$ cat config.mk
export PLATFORM = sky130hd
export DESIGN_NAME = amd_decoder
export DESIGN_NICKNAME = d
export VERILOG_FILES = /design/src/amd_pkg.sv /design/src/amd_decoder.sv /design/src/amd_port.sv /design/src/amd_region_decode.sv
export SDC_FILE = /design/constraint.sdc
export NUM_CORES = 1
export LEC_CHECK = 0
export ABC_AREA = 1
export ABC_CLOCK_PERIOD_IN_PS = 3200
export BUFFER_PORTS_ARGS = -buffer_cell sky130_fd_sc_hd__buf_4
export CORE_MARGIN = 4
export CORE_UTILIZATION = 25
export CTS_CLUSTER_SIZE = 8
export DETAILED_ROUTE_END_ITERATION = 10
export PLACE_DENSITY = 0.42
export SYNTH_ARGS = -nofsm -noshare
export SYNTH_HDL_FRONTEND = slang
export SYNTH_HIERARCHICAL = 1
export SYNTH_SLANG_ARGS = --single-unit
$ cat constraint.sdc
create_clock -name core_clk -period 3.2 [get_ports core_clk]
set_clock_uncertainty 0.1 [all_clocks]
set_input_delay 0.48 -clock core_clk [delete_from_list [all_inputs] [get_ports core_clk]]
set_output_delay 0.48 -clock core_clk [all_outputs]
set_load 0.01 [all_outputs]
$ cat src/amd_pkg.sv
// Shared constants for the address map decoder: regions, register offsets, reset values
package amd_pkg;

   // Address space and region limits
   localparam int ADDR_W = 16;
   localparam int DATA_W = 8;
   localparam int REG_OFF_W = 7;
   localparam int INDEX_W = 11;
   localparam logic [15:0] REG_BASE = 16'h0000;
   localparam logic [15:0] REG_LAST = 16'h007f;
   localparam logic [15:0] RAM_BASE = 16'h0080;
   localparam logic [15:0] RAM_LAST = 16'h00ff;
   localparam logic [15:0] STACK_BASE = 16'h00c0;
   localparam logic [15:0] STACK_LAST = 16'h00ff;
   localparam logic [15:0] EE_BASE = 16'h1000;
   localparam logic [15:0] EE_LAST = 16'h107f;
   localparam logic [15:0] PROG_BASE = 16'hfa00;
   localparam logic [15:0] PROG_LAST = 16'hffff;
   localparam logic [15:0] VEC_BASE = 16'hffe0;

   // First program sector size per option byte code
   localparam logic [15:0] SECT0_SIZE_SMALL = 16'h0200;
   localparam logic [15:0] SECT0_SIZE_MID = 16'h0400;
   localparam logic [15:0] SECT0_SIZE_FULL = 16'h0600;
   localparam logic [1:0] SECT0_OPT_SMALL = 2'h0;
   localparam logic [1:0] SECT0_OPT_MID = 2'h1;

   // Register page offsets
   localparam logic [6:0] OFF_PA_DATA = 7'h00;
   localparam logic [6:0] OFF_PA_DIR = 7'h01;
   localparam logic [6:0] OFF_PA_OPT = 7'h02;
   localparam logic [6:0] OFF_PB_DATA = 7'h03;
   localparam logic [6:0] OFF_PB_DIR = 7'h04;
   localparam logic [6:0] OFF_PB_OPT = 7'h05;
   localparam logic [6:0] OFF_LT_CAPTURE = 7'h0c;
   localparam logic [6:0] OFF_CNT_HIGH = 7'h0e;
   localparam logic [6:0] OFF_CNT_LOW = 7'h0f;
   localparam logic [6:0] OFF_CONV_RESULT = 7'h35;

   // Plain read/write registers held by the decoder, in table order
   localparam int NUM_RW = 16;
   localparam logic [6:0] RW_OFF [NUM_RW] = '{
      7'h0b, 7'h0d, 7'h10, 7'h11, 7'h12, 7'h13, 7'h17, 7'h18,
      7'h2f, 7'h30, 7'h31, 7'h32, 7'h33, 7'h34, 7'h36, 7'h3a};
   // Bit set: register has a fixed reset value; clear: contents undefined after reset
   localparam logic [15:0] RW_DEFINED = 16'h73fe;

   // Reset values
   localparam logic [7:0] RST_PA_DATA = 8'h00;
   localparam logic [7:0] RST_PA_OPT = 8'h40;
   localparam logic [7:0] RST_PB_DATA = 8'he0;
   localparam logic [7:0] RST_ZERO = 8'h00;

   // Port pin counts
   localparam int PA_PINS = 8;
   localparam int PB_PINS = 5;

endpackage

$ cat src/amd_decoder.sv
// Address map decoder: region selects, register page and read data path
// Operation
// - Decode a 16-bit byte address over a 64K space of memory and registers.
// - Provide 128-byte register page, 128-byte RAM, 128-byte EEPROM, 1.5K program.
// - Stack lives inside RAM only at 0C0h to 0FFh, 64 bytes.
// - Top addresses select reset and interrupt vectors.
// - First program sector size comes from the option byte.
// - Port data reads give latch for outputs, pin level for inputs.
// - Reset loads port A option 40h, port B data with the low PB_W bits of E0h (00h at the default 5 pins), port A data 00h.
// - Lite timer status, capture and serial data have undefined reset contents.
// - Capture, counter halves and converter result are read only.
module amd_decoder #(
   parameter int PB_W = amd_pkg::PB_PINS
) (
   // Clock and reset
   input wire logic core_clk,
   input wire logic rst_n,
   // CPU bus
   input wire logic [15:0] busAddr,
   input wire logic busRead,
   input wire logic busWrite,
   input wire logic [7:0] busWdata,
   output logic [7:0] busRdata,
   // Memory side
   output logic memSelRam,
   output logic memSelStack,
   output logic memSelEeprom,
   output logic memSelProg,
   output logic memSelSector0,
   output logic memSelVector,
   output logic memWrite,
   output logic [10:0] memIndex,
   input wire logic [7:0] memRdata,
   // Option byte
   input wire logic [1:0] optSector0Size,
   // Port A pins
   input wire logic [7:0] portAPinIn,
   output logic [7:0] portAPinOut,
   output logic [7:0] portAPinOe,
   output logic [7:0] portAOption,
   // Port B pins
   input wire logic [PB_W-1:0] portBPinIn,
   output logic [PB_W-1:0] portBPinOut,
   output logic [PB_W-1:0] portBPinOe,
   output logic [7:0] portBOption,
   // Peripheral status sources
   input wire logic [7:0] ltCaptureIn,
   input wire logic [7:0] countHighIn,
   input wire logic [7:0] countLowIn,
   input wire logic [7:0] convResultIn,
   // Peripheral control registers
   output logic [amd_pkg::NUM_RW*8-1:0] rwRegs,
   output logic [amd_pkg::NUM_RW-1:0] rwWriteStb
);

   if (PB_W < 1 || PB_W > 8) begin : gBadPb
      $error("amd_decoder PB_W must be 1 to 8");
   end

   logic selReg;
   logic [1:0] sect0OptFf, nxtSect0Opt;
   logic [6:0] regOff;
   logic regWr;
   logic [7:0] paRead, pbRead;
   logic [7:0] regValue, readValue;
   logic regHit;
   logic [7:0] rdataFf, nxtRdata;

   assign regOff = busAddr[6:0];
   assign regWr = busWrite && selReg;

   // Option byte is sampled while reset is held and kept afterwards
   always_comb begin
      nxtSect0Opt = rst_n ? sect0OptFf : optSector0Size;
   end

   always_ff @(posedge core_clk) begin
      sect0OptFf <= nxtSect0Opt;
   end

   // Region decode of the live bus address
   amd_region_decode uDecode (
      .addr(busAddr),
      .sect0Opt(sect0OptFf),
      .selReg(selReg),
      .selRam(memSelRam),
      .selStack(memSelStack),
      .selEeprom(memSelEeprom),
      .selProg(memSelProg),
      .selSector0(memSelSector0),
      .selVector(memSelVector),
      .memIndex(memIndex)
   );

   // Memory writes pass through; program writes are screened by the flash controller
   assign memWrite = busWrite && (memSelRam || memSelEeprom || memSelProg);

   // Port A with its reset values
   amd_port #(
      .WIDTH(amd_pkg::PA_PINS),
      .DATA_RST(amd_pkg::RST_PA_DATA),
      .OPT_RST(amd_pkg::RST_PA_OPT)
   ) uPortA (
      .core_clk(core_clk),
      .rst_n(rst_n),
      .wrData(regWr && regOff == amd_pkg::OFF_PA_DATA),
      .wrDir(regWr && regOff == amd_pkg::OFF_PA_DIR),
      .wrOpt(regWr && regOff == amd_pkg::OFF_PA_OPT),
      .wdata(busWdata),
      .pinIn(portAPinIn),
      .pinOut(portAPinOut),
      .pinOe(portAPinOe),
      .option(portAOption),
      .readData(paRead)
   );

   // Port B; only the bonded pins carry storage
   amd_port #(
      .WIDTH(PB_W),
      .DATA_RST(amd_pkg::RST_PB_DATA),
      .OPT_RST(amd_pkg::RST_ZERO)
   ) uPortB (
      .core_clk(core_clk),
      .rst_n(rst_n),
      .wrData(regWr && regOff == amd_pkg::OFF_PB_DATA),
      .wrDir(regWr && regOff == amd_pkg::OFF_PB_DIR),
      .wrOpt(regWr && regOff == amd_pkg::OFF_PB_OPT),
      .wdata(busWdata),
      .pinIn(portBPinIn),
      .pinOut(portBPinOut),
      .pinOe(portBPinOe),
      .option(portBOption),
      .readData(pbRead)
   );

   // Plain control registers, one per table entry
   for (genvar g = 0; g < amd_pkg::NUM_RW; g++) begin : gRw
      logic [7:0] valFf, nxtVal;
      logic hit;
      assign hit = regWr && (regOff == amd_pkg::RW_OFF[g]);
      always_comb begin
         nxtVal = hit ? busWdata : valFf;
      end
      if (amd_pkg::RW_DEFINED[g]) begin : gRst
         always_ff @(posedge core_clk) begin
            if (!rst_n) begin
               valFf <= amd_pkg::RST_ZERO;
            end else begin
               valFf <= nxtVal;
            end
         end
      end else begin : gNoRst
         // No reset: saves a mux and matches the undefined power-up contents
         always_ff @(posedge core_clk) begin
            valFf <= nxtVal;
         end
      end
      assign rwRegs[g*8 +: 8] = valFf;
      assign rwWriteStb[g] = hit;
   end

   // Register page read mux; read-only sources have no write path at all
   always_comb begin
      regValue = amd_pkg::RST_ZERO;
      regHit = 1'b1;
      unique case (regOff)
         amd_pkg::OFF_PA_DATA: regValue = paRead;
         amd_pkg::OFF_PA_DIR: regValue = portAPinOe;
         amd_pkg::OFF_PA_OPT: regValue = portAOption;
         amd_pkg::OFF_PB_DATA: regValue = pbRead;
         amd_pkg::OFF_PB_DIR: regValue = 8'(portBPinOe);
         amd_pkg::OFF_PB_OPT: regValue = portBOption;
         amd_pkg::OFF_LT_CAPTURE: regValue = ltCaptureIn;
         amd_pkg::OFF_CNT_HIGH: regValue = countHighIn;
         amd_pkg::OFF_CNT_LOW: regValue = countLowIn;
         amd_pkg::OFF_CONV_RESULT: regValue = convResultIn;
         default: begin
            regHit = 1'b0;
            for (int k = 0; k < amd_pkg::NUM_RW; k++) begin
               if (regOff == amd_pkg::RW_OFF[k]) begin
                  regValue = rwRegs[k*8 +: 8];
                  regHit = 1'b1;
               end
            end
         end
      endcase
   end

   // Read source by region; reserved holes read zero
   always_comb begin
      readValue = amd_pkg::RST_ZERO;
      if (selReg) begin
         readValue = regHit ? regValue : amd_pkg::RST_ZERO;
      end else if (memSelRam || memSelEeprom || memSelProg) begin
         readValue = memRdata;
      end
   end

   // Read data is registered and holds until the next read
   always_comb begin
      nxtRdata = busRead ? readValue : rdataFf;
   end

   always_ff @(posedge core_clk) begin
      if (!rst_n) begin
         rdataFf <= amd_pkg::RST_ZERO;
      end else begin
         rdataFf <= nxtRdata;
      end
   end

   assign busRdata = rdataFf;

   // Sector end, one past its last byte; 17 bits, as the full size reaches 10000h and would wrap to zero
   logic [16:0] sect0Limit;
   always_comb begin
      unique case (sect0OptFf)
         amd_pkg::SECT0_OPT_SMALL: sect0Limit = 17'(amd_pkg::PROG_BASE) + 17'(amd_pkg::SECT0_SIZE_SMALL);
         amd_pkg::SECT0_OPT_MID: sect0Limit = 17'(amd_pkg::PROG_BASE) + 17'(amd_pkg::SECT0_SIZE_MID);
         default: sect0Limit = 17'(amd_pkg::PROG_BASE) + 17'(amd_pkg::SECT0_SIZE_FULL);
      endcase
   end
endmodule

$ cat src/amd_port.sv
// One I/O port: data, direction and option registers with pin readback
module amd_port #(
   parameter int WIDTH = 8,
   parameter logic [7:0] DATA_RST = 8'h00,
   parameter logic [7:0] OPT_RST = 8'h00
) (
   // Clock and reset
   input wire logic core_clk,
   input wire logic rst_n,
   // Register writes
   input wire logic wrData,
   input wire logic wrDir,
   input wire logic wrOpt,
   input wire logic [7:0] wdata,
   // Pins
   input wire logic [WIDTH-1:0] pinIn,
   output logic [WIDTH-1:0] pinOut,
   output logic [WIDTH-1:0] pinOe,
   // Register views
   output logic [7:0] option,
   output logic [7:0] readData
);

   if (WIDTH < 1 || WIDTH > 8) begin : gBadWidth
      $error("amd_port WIDTH must be 1 to 8");
   end

   logic [WIDTH-1:0] dataFf, nxtData, dirFf, nxtDir, meta1Ff, pinSyncFf;
   logic [7:0] optFf, nxtOpt;

   // Next register values from bus writes
   always_comb begin
      nxtData = wrData ? wdata[WIDTH-1:0] : dataFf;
      nxtDir = wrDir ? wdata[WIDTH-1:0] : dirFf;
      nxtOpt = wrOpt ? wdata : optFf;
   end

   // Registers; pins pass two flops before readback sees them
   always_ff @(posedge core_clk) begin
      if (!rst_n) begin
         dataFf <= DATA_RST[WIDTH-1:0];
         dirFf <= '0;
         optFf <= OPT_RST;
      end else begin
         dataFf <= nxtData;
         dirFf <= nxtDir;
         optFf <= nxtOpt;
      end
      meta1Ff <= pinIn;
      pinSyncFf <= meta1Ff;
   end

   // Output bits return the latch, input bits the pin; absent pins read zero
   for (genvar i = 0; i < 8; i++) begin : gBit
      if (i < WIDTH) begin : gPin
         assign readData[i] = dirFf[i] ? dataFf[i] : pinSyncFf[i];
      end else begin : gAbsent
         assign readData[i] = 1'b0;
      end
   end

   assign pinOut = dataFf;
   assign pinOe = dirFf;
   assign option = optFf;

endmodule

$ cat src/amd_region_decode.sv
// Combinational region decode of a 16-bit byte address
module amd_region_decode (
   // Address and option
   input wire logic [15:0] addr,
   input wire logic [1:0] sect0Opt,
   // Region selects
   output logic selReg,
   output logic selRam,
   output logic selStack,
   output logic selEeprom,
   output logic selProg,
   output logic selSector0,
   output logic selVector,
   output logic [10:0] memIndex
);

   logic [15:0] sect0Size;
   logic [15:0] offset;

   // Option byte picks the first sector size
   always_comb begin
      unique case (sect0Opt)
         amd_pkg::SECT0_OPT_SMALL: sect0Size = amd_pkg::SECT0_SIZE_SMALL;
         amd_pkg::SECT0_OPT_MID: sect0Size = amd_pkg::SECT0_SIZE_MID;
         default: sect0Size = amd_pkg::SECT0_SIZE_FULL;
      endcase
   end

   // Region windows; gaps between regions select nothing
   always_comb begin
      selReg = (addr <= amd_pkg::REG_LAST);
      selRam = (addr >= amd_pkg::RAM_BASE) && (addr <= amd_pkg::RAM_LAST);
      selStack = (addr >= amd_pkg::STACK_BASE) && (addr <= amd_pkg::STACK_LAST);
      selEeprom = (addr >= amd_pkg::EE_BASE) && (addr <= amd_pkg::EE_LAST);
      selProg = (addr >= amd_pkg::PROG_BASE);
      selVector = (addr >= amd_pkg::VEC_BASE);
      offset = 16'h0000;
      if (selRam) begin
         offset = addr - amd_pkg::RAM_BASE;
      end else if (selEeprom) begin
         offset = addr - amd_pkg::EE_BASE;
      end else if (selProg) begin
         offset = addr - amd_pkg::PROG_BASE;
      end else begin
         offset = addr - amd_pkg::REG_BASE;
      end
      selSector0 = selProg && (offset < sect0Size);
      memIndex = offset[10:0];
   end

endmodule

==> metrics, run 1 <==
H-tree depth=1; Placer Congestion=0.854; initial antenna violation count=0; CP max FO=21; fin crit period=3.04 ns; die width=210 um; num ports=295; first-pass GRT wire length=67300 um; starting density of the core=25.4%; R2R setup slack=0.77 ns; Syn. warnings=6; post-DR wirelength/cell=20.4 um; DRC viols=0; CTS root buffer=clkbuf_16; Die Height=210 um; flops & latches, synth=206; cell area after layout=14100 um^2; nets=1822; 1st-iter DRT viols=766; final number of max-transition violations=0; register area share after synthesis=44.0%; clk sinks=206; Tot Pwr=5.93 mW; HP Class=in -> reg; actual slew at the worst max-slew pin=0.662 ns; share of cells above drive strength 1=27.4%; vias in the first global route=10200; dpl ws=0.0504 ns; critical path arrival=2.46 ns; Rel. slew slack=55.7%; footprint of the multi-input gates=4720 um^2; final hold violations=0; clock-pin transition on the worst setup and hold timing paths=0.05 ns; Port Buffers=294; Clock Latency Late Sink=0.55 ns; Post-DP Area=13000 um^2; via count=10400; DPL Wire Length=35100 um; Overflow after GRT=0; Syn Inst Count=1388; mapped cell area=10200 um^2; Seq. cell area=4460 um^2; Global Route Usage Sum=20.1%; P_leak=6.25 nW; First-pass DRT Iterations=5; synthesized area per cell=7.32 um^2; Pwr Density=421 nW/um^2; TritonCTS Buffers=29; most common cell after layout, fill and taps aside=buf_4; Worst Setup Start Kind=input port; Core ar.=39900 um^2; Final setup viols=0; Post-Route WL=46300 um; Final period util=95.0%; area grow syn2layout=38.5%; Distinct cells, synth=46; outcome=complete, no violations; max frequency=329 MHz; Antenna Violating Nets Remaining=0; Worst VDD drop=330 uV; Worst Setup End Kind=primary output; most frequent cells in the layout=buf_4 (358), nand2_1 (297), nor2_1 (261); Rows=73; vias per cell=4.60; FILL cells=4298; largest net degree at the start of global routing=66; CTS max path bufs=3; worst path required time=2.62 ns; final worst slack=0.161 ns; maxcap violations=0; Die ar.=43900 um^2; CTS tree=built; Crit Path Class=in -> out
-- synthesized netlist by cell type (all sizes together) --
cell | number | share of area, %
edfxtp | 34 | 10
nand4 | 33 | 2.0
a211oi | 1 | 0.074
nand2 | 317 | 12
clkinv | 4 | 0.15
xor2 | 7 | 0.60
o2111ai | 1 | 0.086
nor3 | 20 | 1.1
a21oi | 81 | 4.1
a31oi | 10 | 0.62
buf | 48 | 3.9
a2111oi | 1 | 0.15
dfxtp | 172 | 34
nor2 | 287 | 12
a41oi | 5 | 0.43
a21boi | 1 | 0.11
a221oi | 14 | 1.2
nand3 | 30 | 1.9
o211ai | 2 | 0.28
clkbuf | 22 | 0.81
xnor2 | 1 | 0.086
a32o | 1 | 0.099
conb | 1 | 0.037
ha | 12 | 1.5
a22o | 13 | 1.1
o21ai | 122 | 6.0
nor4 | 2 | 0.12
o22ai | 2 | 0.12
inv | 144 | 5.3
-- layout make-up --
class	instances	share of cell area, %
antenna	1	0.0178
sequential	206	31.7
timing repair buffer	376	20.5
clock buffer	41	5.48
multi-input combinational	966	33.6
tap	525	4.67
inverter	148	4.00
-- worst max-delay path, stage by stage --
cell and delay (ns):
buf_4 0.12, inv_2 0.11, ha_2 0.19, inv_1 0.06
nor2_2 0.13, nand4_1 0.18, a32o_1 0.28, nand2_1 0.11
buf_12 0.19, inv_1 0.08, nand2_1 0.19, clkinv_1 0.14
buf_4 0.17
-- routing by layer --
metal / track usage, % / routed length (um) / vias to the layer above
met3: 3.68 / 2710 / 56
met5: 0 / 0 / -
met2: 32.9 / 21400 / 309
met1: 27.6 / 21100 / 4902
met4: 5.02 / 1060 / 0
li1: - / - / 5154
-- logic make-up after synthesis --
family,synth area share [%]
AND/OR/NAND/NOR,29.1
AO/OA/AOI/OAI,14.5
buffers and inverters,10.2
flip-flops,44.0
adder cells (fa/ha/maj),1.48
XOR/XNOR,0.690
other,0.0369
-- registers in the layout, summed over array words and instances, names as in the netlist --
name	count
busRdata	8
uPortA/meta1Ff	8
sect0OptFf	2
uPortA/option	8
uPortA/pinSyncFf	8
uPortB/meta1Ff	5
uPortB/pinSyncFf	5
uPortB/pinOe	5
uPortA/pinOut	8
uPortB/pinOut	5
uPortA/pinOe	8
gRw.valFf	128
uPortB/option	8
-- where the power goes --
group / switching, mW / internal, mW / leakage [nW]
Combinational: 0.300 / 0.190 / 4.17
Clock: 1.14 / 1.63 / 0.372
Sequential: 0.00946 / 2.66 / 1.70
Total: 1.45 / 4.48 / 6.25
-- metrics by stage --
stage / std cells / hold slack (ns) / setup TNS, ns / utilization, %
2_1_floorplan: 1390 / 0.210 / 0 / -
3_3_place_gp: 2196 / 0.211 / 0 / 32.6
3_5_place_dp: 2196 / 0.212 / 0 / 32.6
4_1_cts: 2252 / 0.148 / 0 / 34.9
5_1_grt: 2262 / 0.185 / -0.0137 / 35.2
6_report: 2263 / 0.166 / 0 / 35.2
-- timing repair --
item,CTS,global route
endpoints found under the hold margin,15,0
setup buffers,0,10
setup endpoints to repair,0,2
gates resized for setup,0,13
hold buffers,15,0
-- path summary, 6_finish.rpt --
| kind | depth (start not counted) | from | endpoint |
|---|---|---|---|
| max reg2reg | 11 | gRw[0].valFf[4] | busRdata[4] |
| min reg2reg | 0 | uPortA/meta1Ff[0] | uPortA/pinSyncFf[0] |
| max | 13 | busAddr[12] | rwWriteStb[14] |
| min | 3 | memRdata[1] | busRdata[1] |
Power figures use the tool's default switching activity.
==> run 2: changes to the inputs <==
ABC_CLOCK_PERIOD_IN_PS = 2500   (was 3200)
clock period = 2.5 ns   (was 3.2 ns; I/O delays follow)
==> run 2 against run 1 <==
Effect of this change:
- the run now ends with setup timing left
- worst hold slack got worse by 0.096 ns
- clock power increased by 28%
- sequential share of layout area decreased by 2.8 points
- power increased by 30%
- first-iteration DRC count decreased by 9.1%
- global-route usage increased by 0.90 points
- via count increased by 4.5%
- sequential power increased by 28%
- design area increased by 9.8%
- clock-buffer cell count unchanged
- largest power group unchanged
- highest routed layer unchanged
==> metrics, run 2 (synthesized netlist as in run 1, its figures left out) <==
outcome=finished with violations; failing checks=setup timing; critical path arrival=2.18 ns; CP max FO=4; actual slew at the worst max-slew pin=0.556 ns; fin crit period=2.65 ns; hold depth=3; setup TNS=-1.00 ns; Final period util=106%; First-pass DRT Iterations=5; most common cell after layout, fill and taps aside=buf_4; num ports=295; post-DR wirelength/cell=20.5 um; TritonCTS Buffers=29; H-tree depth=1; Rel. slew slack=62.6%; R2R setup slack=0.23 ns; final worst slack=-0.154 ns; max frequency=377 MHz; combinational share of power=9.7%; CTS max path bufs=3; R2R cell count=13; vias in the first global route=10600; Crit Path Class=in -> out; largest net degree at the start of global routing=112; Worst VDD drop=472 uV; final hold violations=0; DPL Wire Length=37400 um; Global Route Usage Sum=21.0%; worst path required time=2.03 ns; CTS root buffer=clkbuf_16; initial antenna violation count=1; DRC viols=0; Worst Setup End Kind=primary output; Core ar.=39900 um^2; die width=210 um; Placer Congestion=0.941; Clock Latency Late Sink=0.55 ns; CTS tree=built; Rows=73; clock-pin transition on the worst setup and hold timing paths=0.05 ns; RSZ-0062 raised after global routing=true; Reg power frac=44.4%; final number of max-transition violations=0; Port Buffers=294; max reg flops=128; first-pass GRT wire length=70200 um; via count=10900; worst reg2reg endpoint=busRdata[1]; share of cells above drive strength 1=34.0%; Final setup viols=16; Overflow after GRT=0; Sw Pwr=1.87 mW; Largest Register=gRw.valFf; Post-Route WL=48700 um; hold wc startpoint=memRdata[4]; Clock power frac=45.9%; HP Class=in -> reg; vias per cell=4.58; starting density of the core=25.4%; FILL cells=4217; Die Height=210 um; most frequent cells in the layout=buf_4 (443), nand2_1 (289), nor2_1 (252); cell area after layout=15400 um^2; Worst Setup Start Kind=input port; R2R Path Start=gRw[0].valFf[1]; 1st-iter DRT viols=696; area grow syn2layout=52.0%; clk sinks=206; Hold EP=busRdata[4]; nets=1940; Die ar.=43900 um^2; Internal=5.84 mW; Pwr Density=499 nW/um^2; P_leak=6.97 nW; Sw Ratio=24.2%; Antenna Violating Nets Remaining=0; maxcap violations=0; Post-DP Area=14000 um^2
-- run 2: worst max-delay path by stage --
stage                           start  slack (ns)  cells after the start       endpoint
after detailed placement  busAddr[13]       -0.24                     15    busRdata[5]
after global placement    busAddr[13]       -0.25                     15    busRdata[5]
final                     busAddr[12]       -0.15                     14  memSelSector0
after CTS                 busAddr[13]       -0.18                     15  memSelSector0
after global routing      busAddr[12]       -0.25                     14  memSelSector0
after floorplan           busAddr[12]       -0.01                     13  memSelSector0
-- run 2: layer usage --
layer  track usage [%]  share of wire [%]
met5                 0                  0
met4              4.41                1.7
met3              3.15                5.4
met2              35.4                 47
met1              28.8                 46
-- run 2: power groups by stage --
stage	Combinational [mW]	Sequential [mW]	Clock (mW)
6_report	0.745	3.42	3.54
2_1_floorplan	0.287	3.49	0
3_5_place_dp	0.680	3.49	0
3_3_place_gp	0.685	3.49	0
4_1_cts	0.720	3.42	3.66
5_1_grt	0.802	3.42	3.77
-- run 2: what timing repair did --
| action | in CTS | in global routing |
|---|---|---|
| gates resized for setup | 56 | 37 |
| buffers inserted | 12 | 13 |
| hold buffers | 15 | 0 |
| gates cloned | 1 | 0 |
| endpoints found under the setup margin | 18 | 18 |
| pin swaps | 22 | 27 |
| hold endpoints to repair | 15 | 0 |
-- run 2: final cells by class --
cell class / count / area [um^2] / area share [%]
clock buffer: 41 / 781 / 5.06
antenna: 1 / 2.50 / 0.0162
inverter: 148 / 589 / 3.82
sequential: 206 / 4460 / 28.9
timing repair buffer: 494 / 3990 / 25.8
multi-input combinational: 966 / 4960 / 32.1
tap: 525 / 657 / 4.25
-- run 2: metrics by stage --
stage | setup WS, ns | utilization (%) | power, mW | hold slack [ns] | instances
final | -0.154 | 38.7 | 7.70 | 0.0695 | 2381
after global routing | -0.253 | 38.7 | 7.99 | 0.0582 | 2380
after CTS | -0.183 | 38.2 | 7.80 | 0.0232 | 2369
after detailed placement | -0.236 | 35.0 | 4.17 | 0.212 | 2303
after global placement | -0.252 | 35.0 | 4.17 | 0.211 | 2303
after floorplan | -0.0102 | - | 3.77 | 0.210 | 1390
-- run 2: worst max-delay path, stage by stage --
cell	delay, ns
buf_8	0.10
clkinvlp_4	0.11
ha_4	0.18
inv_4	0.04
nor2_4	0.11
nand4_1	0.18
nand3_4	0.12
nand2_4	0.07
o22ai_2	0.18
inv_2	0.07
ha_4	0.23
a21boi_4	0.13
nor3_2	0.14
buf_4	0.14
==> run 3: changes to the inputs <==
ABC_CLOCK_PERIOD_IN_PS = 2310   (was 2500)
CAP_MARGIN = 25   (was unset)
clock period = 2.31 ns   (was 2.5 ns; I/O delays follow)
==> run 3 against run 2 <==
Effect of this change:
- clock-buffer cell count up 3
- combinational power up 9.0%
- highest routed layer unchanged
- the run still ends with setup timing left
- sequential cell count unchanged
- power up 11%
- core utilization up 0.98 points
- clock power up 15%
- critical path type unchanged
- sequential power up 8.2%
- non-clock buffer count up 32
==> metrics, run 3 (synthesized netlist as in run 1, its figures left out) <==
CTS tree=built; Worst VDD drop=492 uV; Hold EP=busRdata[4]; num ports=295; dpl ws=-0.476 ns; vias per cell=4.58; worst reg2reg endpoint=busRdata[1]; Worst Setup End Kind=primary output; die width=210 um; placed insts=2326; R2R cell count=13; Final setup viols=24; combinational share of power=9.5%; DPL Wire Length=37800 um; clock-pin transition on the worst setup and hold timing paths=0.05 ns; P_leak=7.20 nW; hold depth=3; delay-heaviest family, CP=simple AND/OR/NAND/NOR gates; RSZ-0062 raised after global routing=true; CP dominant cell by count=ha_4; Antenna Violating Nets Remaining=0; most frequent cells in the layout=buf_4 (459), nand2_1 (292), nor2_1 (250); fin crit period=2.68 ns; TritonCTS Buffers=30; first-pass GRT wire length=72200 um; Placer Congestion=0.875; via count=11100; R2R Path Start=gRw[0].valFf[1]; Core ar.=39900 um^2; FILL cells=4219; Final period util=116%; Sw Ratio=24.3%; clk sinks=206; Die ar.=43900 um^2; Clock power frac=47.3%; Sw Pwr=2.09 mW; Pwr Density=541 nW/um^2; Port Buffers=294; max frequency=373 MHz; largest net degree at the start of global routing=50; area grow syn2layout=55.9%; max reg flops=128; Overflow after GRT=0; final hold violations=0; failing checks=setup timing; CP cell instances=buf_8 -> clkinvlp_4 -> ha_4 -> inv_4 -> nor2_4 -> nand4_1 -> nand3_4 -> nand2_4 -> o22ai_2 -> inv_2 -> ha_4 -> a21boi_2 -> nor3_2 -> buf_4; critical path arrival=2.23 ns; vias in the first global route=11000; cell area after layout=15800 um^2; Post-Route WL=49000 um; initial antenna violation count=0; H-tree depth=1; hold wc startpoint=memRdata[4]; final number of max-transition violations=0; Crit Path Class=in -> out; R2R setup slack=0.09 ns; share of cells above drive strength 1=35.3%; nets=1973; Reg power frac=43.2%; worst path required time=1.86 ns; CP max FO=4; outcome=finished with violations; post-DR wirelength/cell=20.3 um; DRC viols=0; starting density of the core=25.4%; crit path max-delay cell type=ha_4; Internal=6.49 mW; maxcap violations=0; CP Buf/Inv Count=5; 1st-iter DRT viols=698; CTS root buffer=clkbuf_16; Clock Latency Late Sink=0.56 ns; HP Class=in -> reg; setup TNS=-5.15 ns; Worst Setup Start Kind=input port; most common cell after layout, fill and taps aside=buf_4; First-pass DRT Iterations=4; Global Route Usage Sum=21.4%; final non-filler cell total=2417; max incr delay on CP=0.23 ns; final worst slack=-0.370 ns; Die Height=210 um; Largest Register=gRw.valFf; CTS max path bufs=3; # diodes=0; Post-DP Area=14300 um^2; Rows=73
==> run 3: worst max path at each step <==
stage / to / slack, ns / depth (start not counted) / start
finish: memSelSector0 / -0.37 / 14 / busAddr[13]
global route: memSelSector0 / -0.43 / 14 / busAddr[13]
CTS: memSelSector0 / -0.29 / 15 / busAddr[13]
detailed placement: busRdata[4] / -0.48 / 15 / busAddr[0]
global placement: uPortB/pinOut[3] / -0.44 / 15 / busAddr[13]
floorplan: memSelSector0 / -0.14 / 13 / busAddr[12]
==> run 3: layout make-up <==
class / count / area, um^2 / share of cell area, %
multi-input cells: 966 / 4930 / 31.1
flip-flops and latches: 206 / 4460 / 28.2
repair buffers: 526 / 4350 / 27.5
clock buffers: 44 / 835 / 5.27
well taps: 525 / 657 / 4.15
inverters: 148 / 589 / 3.72
clock inverters: 2 / 10.0 / 0.0632
==> run 3: timing repair <==
action / CTS / global route
gates resized for setup: 58 / 34
pin swaps: 24 / 22
hold buffers: 16 / 0
endpoints found under the setup margin: 20 / 40
buffers inserted: 23 / 8
hold endpoints to repair: 16 / 0
gates cloned: 1 / 1
==> run 3: worst reg2reg max path, stage by stage (launching register included) <==
cell	delay (ns)
edfxtp_1	0.43
nand3_1	0.12
nand2_1	0.06
nand2_1	0.07
nand2_1	0.05
nand2_1	0.10
nand4_1	0.18
nand2_1	0.12
nand4_1	0.11
nor3_1	0.23
buf_4	0.17
nand4_1	0.14
nand2_1	0.15
a21oi_1	0.08
==> run 3: routing by layer <==
layer | GRT usage (%) | up-vias | share of wire (%)
met1 | 29.2 | 5215 | 45
met3 | 3.50 | 42 | 5.8
met2 | 36.4 | 346 | 48
met5 | 0 | - | 0
li1 | - | 5466 | -
met4 | 3.62 | 0 | 1.4
==> run 3: power by group through the flow <==
stage	Sequential, mW	Clock, mW	Combinational, mW
after CTS	3.70	4.17	0.806
final	3.70	4.06	0.812
after global placement	3.78	0	0.754
after global routing	3.70	4.33	0.884
after floorplan	3.77	0	0.312
after detailed placement	3.78	0	0.753
==> run 3: through the flow <==
stage / hold slack, ns / total power [mW] / util, %
3_3_place_gp: 0.212 / 4.53 / 35.8
2_1_floorplan: 0.210 / 4.08 / -
6_report: 0.0421 / 8.57 / 39.7
4_1_cts: 0.0235 / 8.68 / 39.3
3_5_place_dp: 0.212 / 4.53 / 35.8
5_1_grt: 0.0564 / 8.91 / 39.7
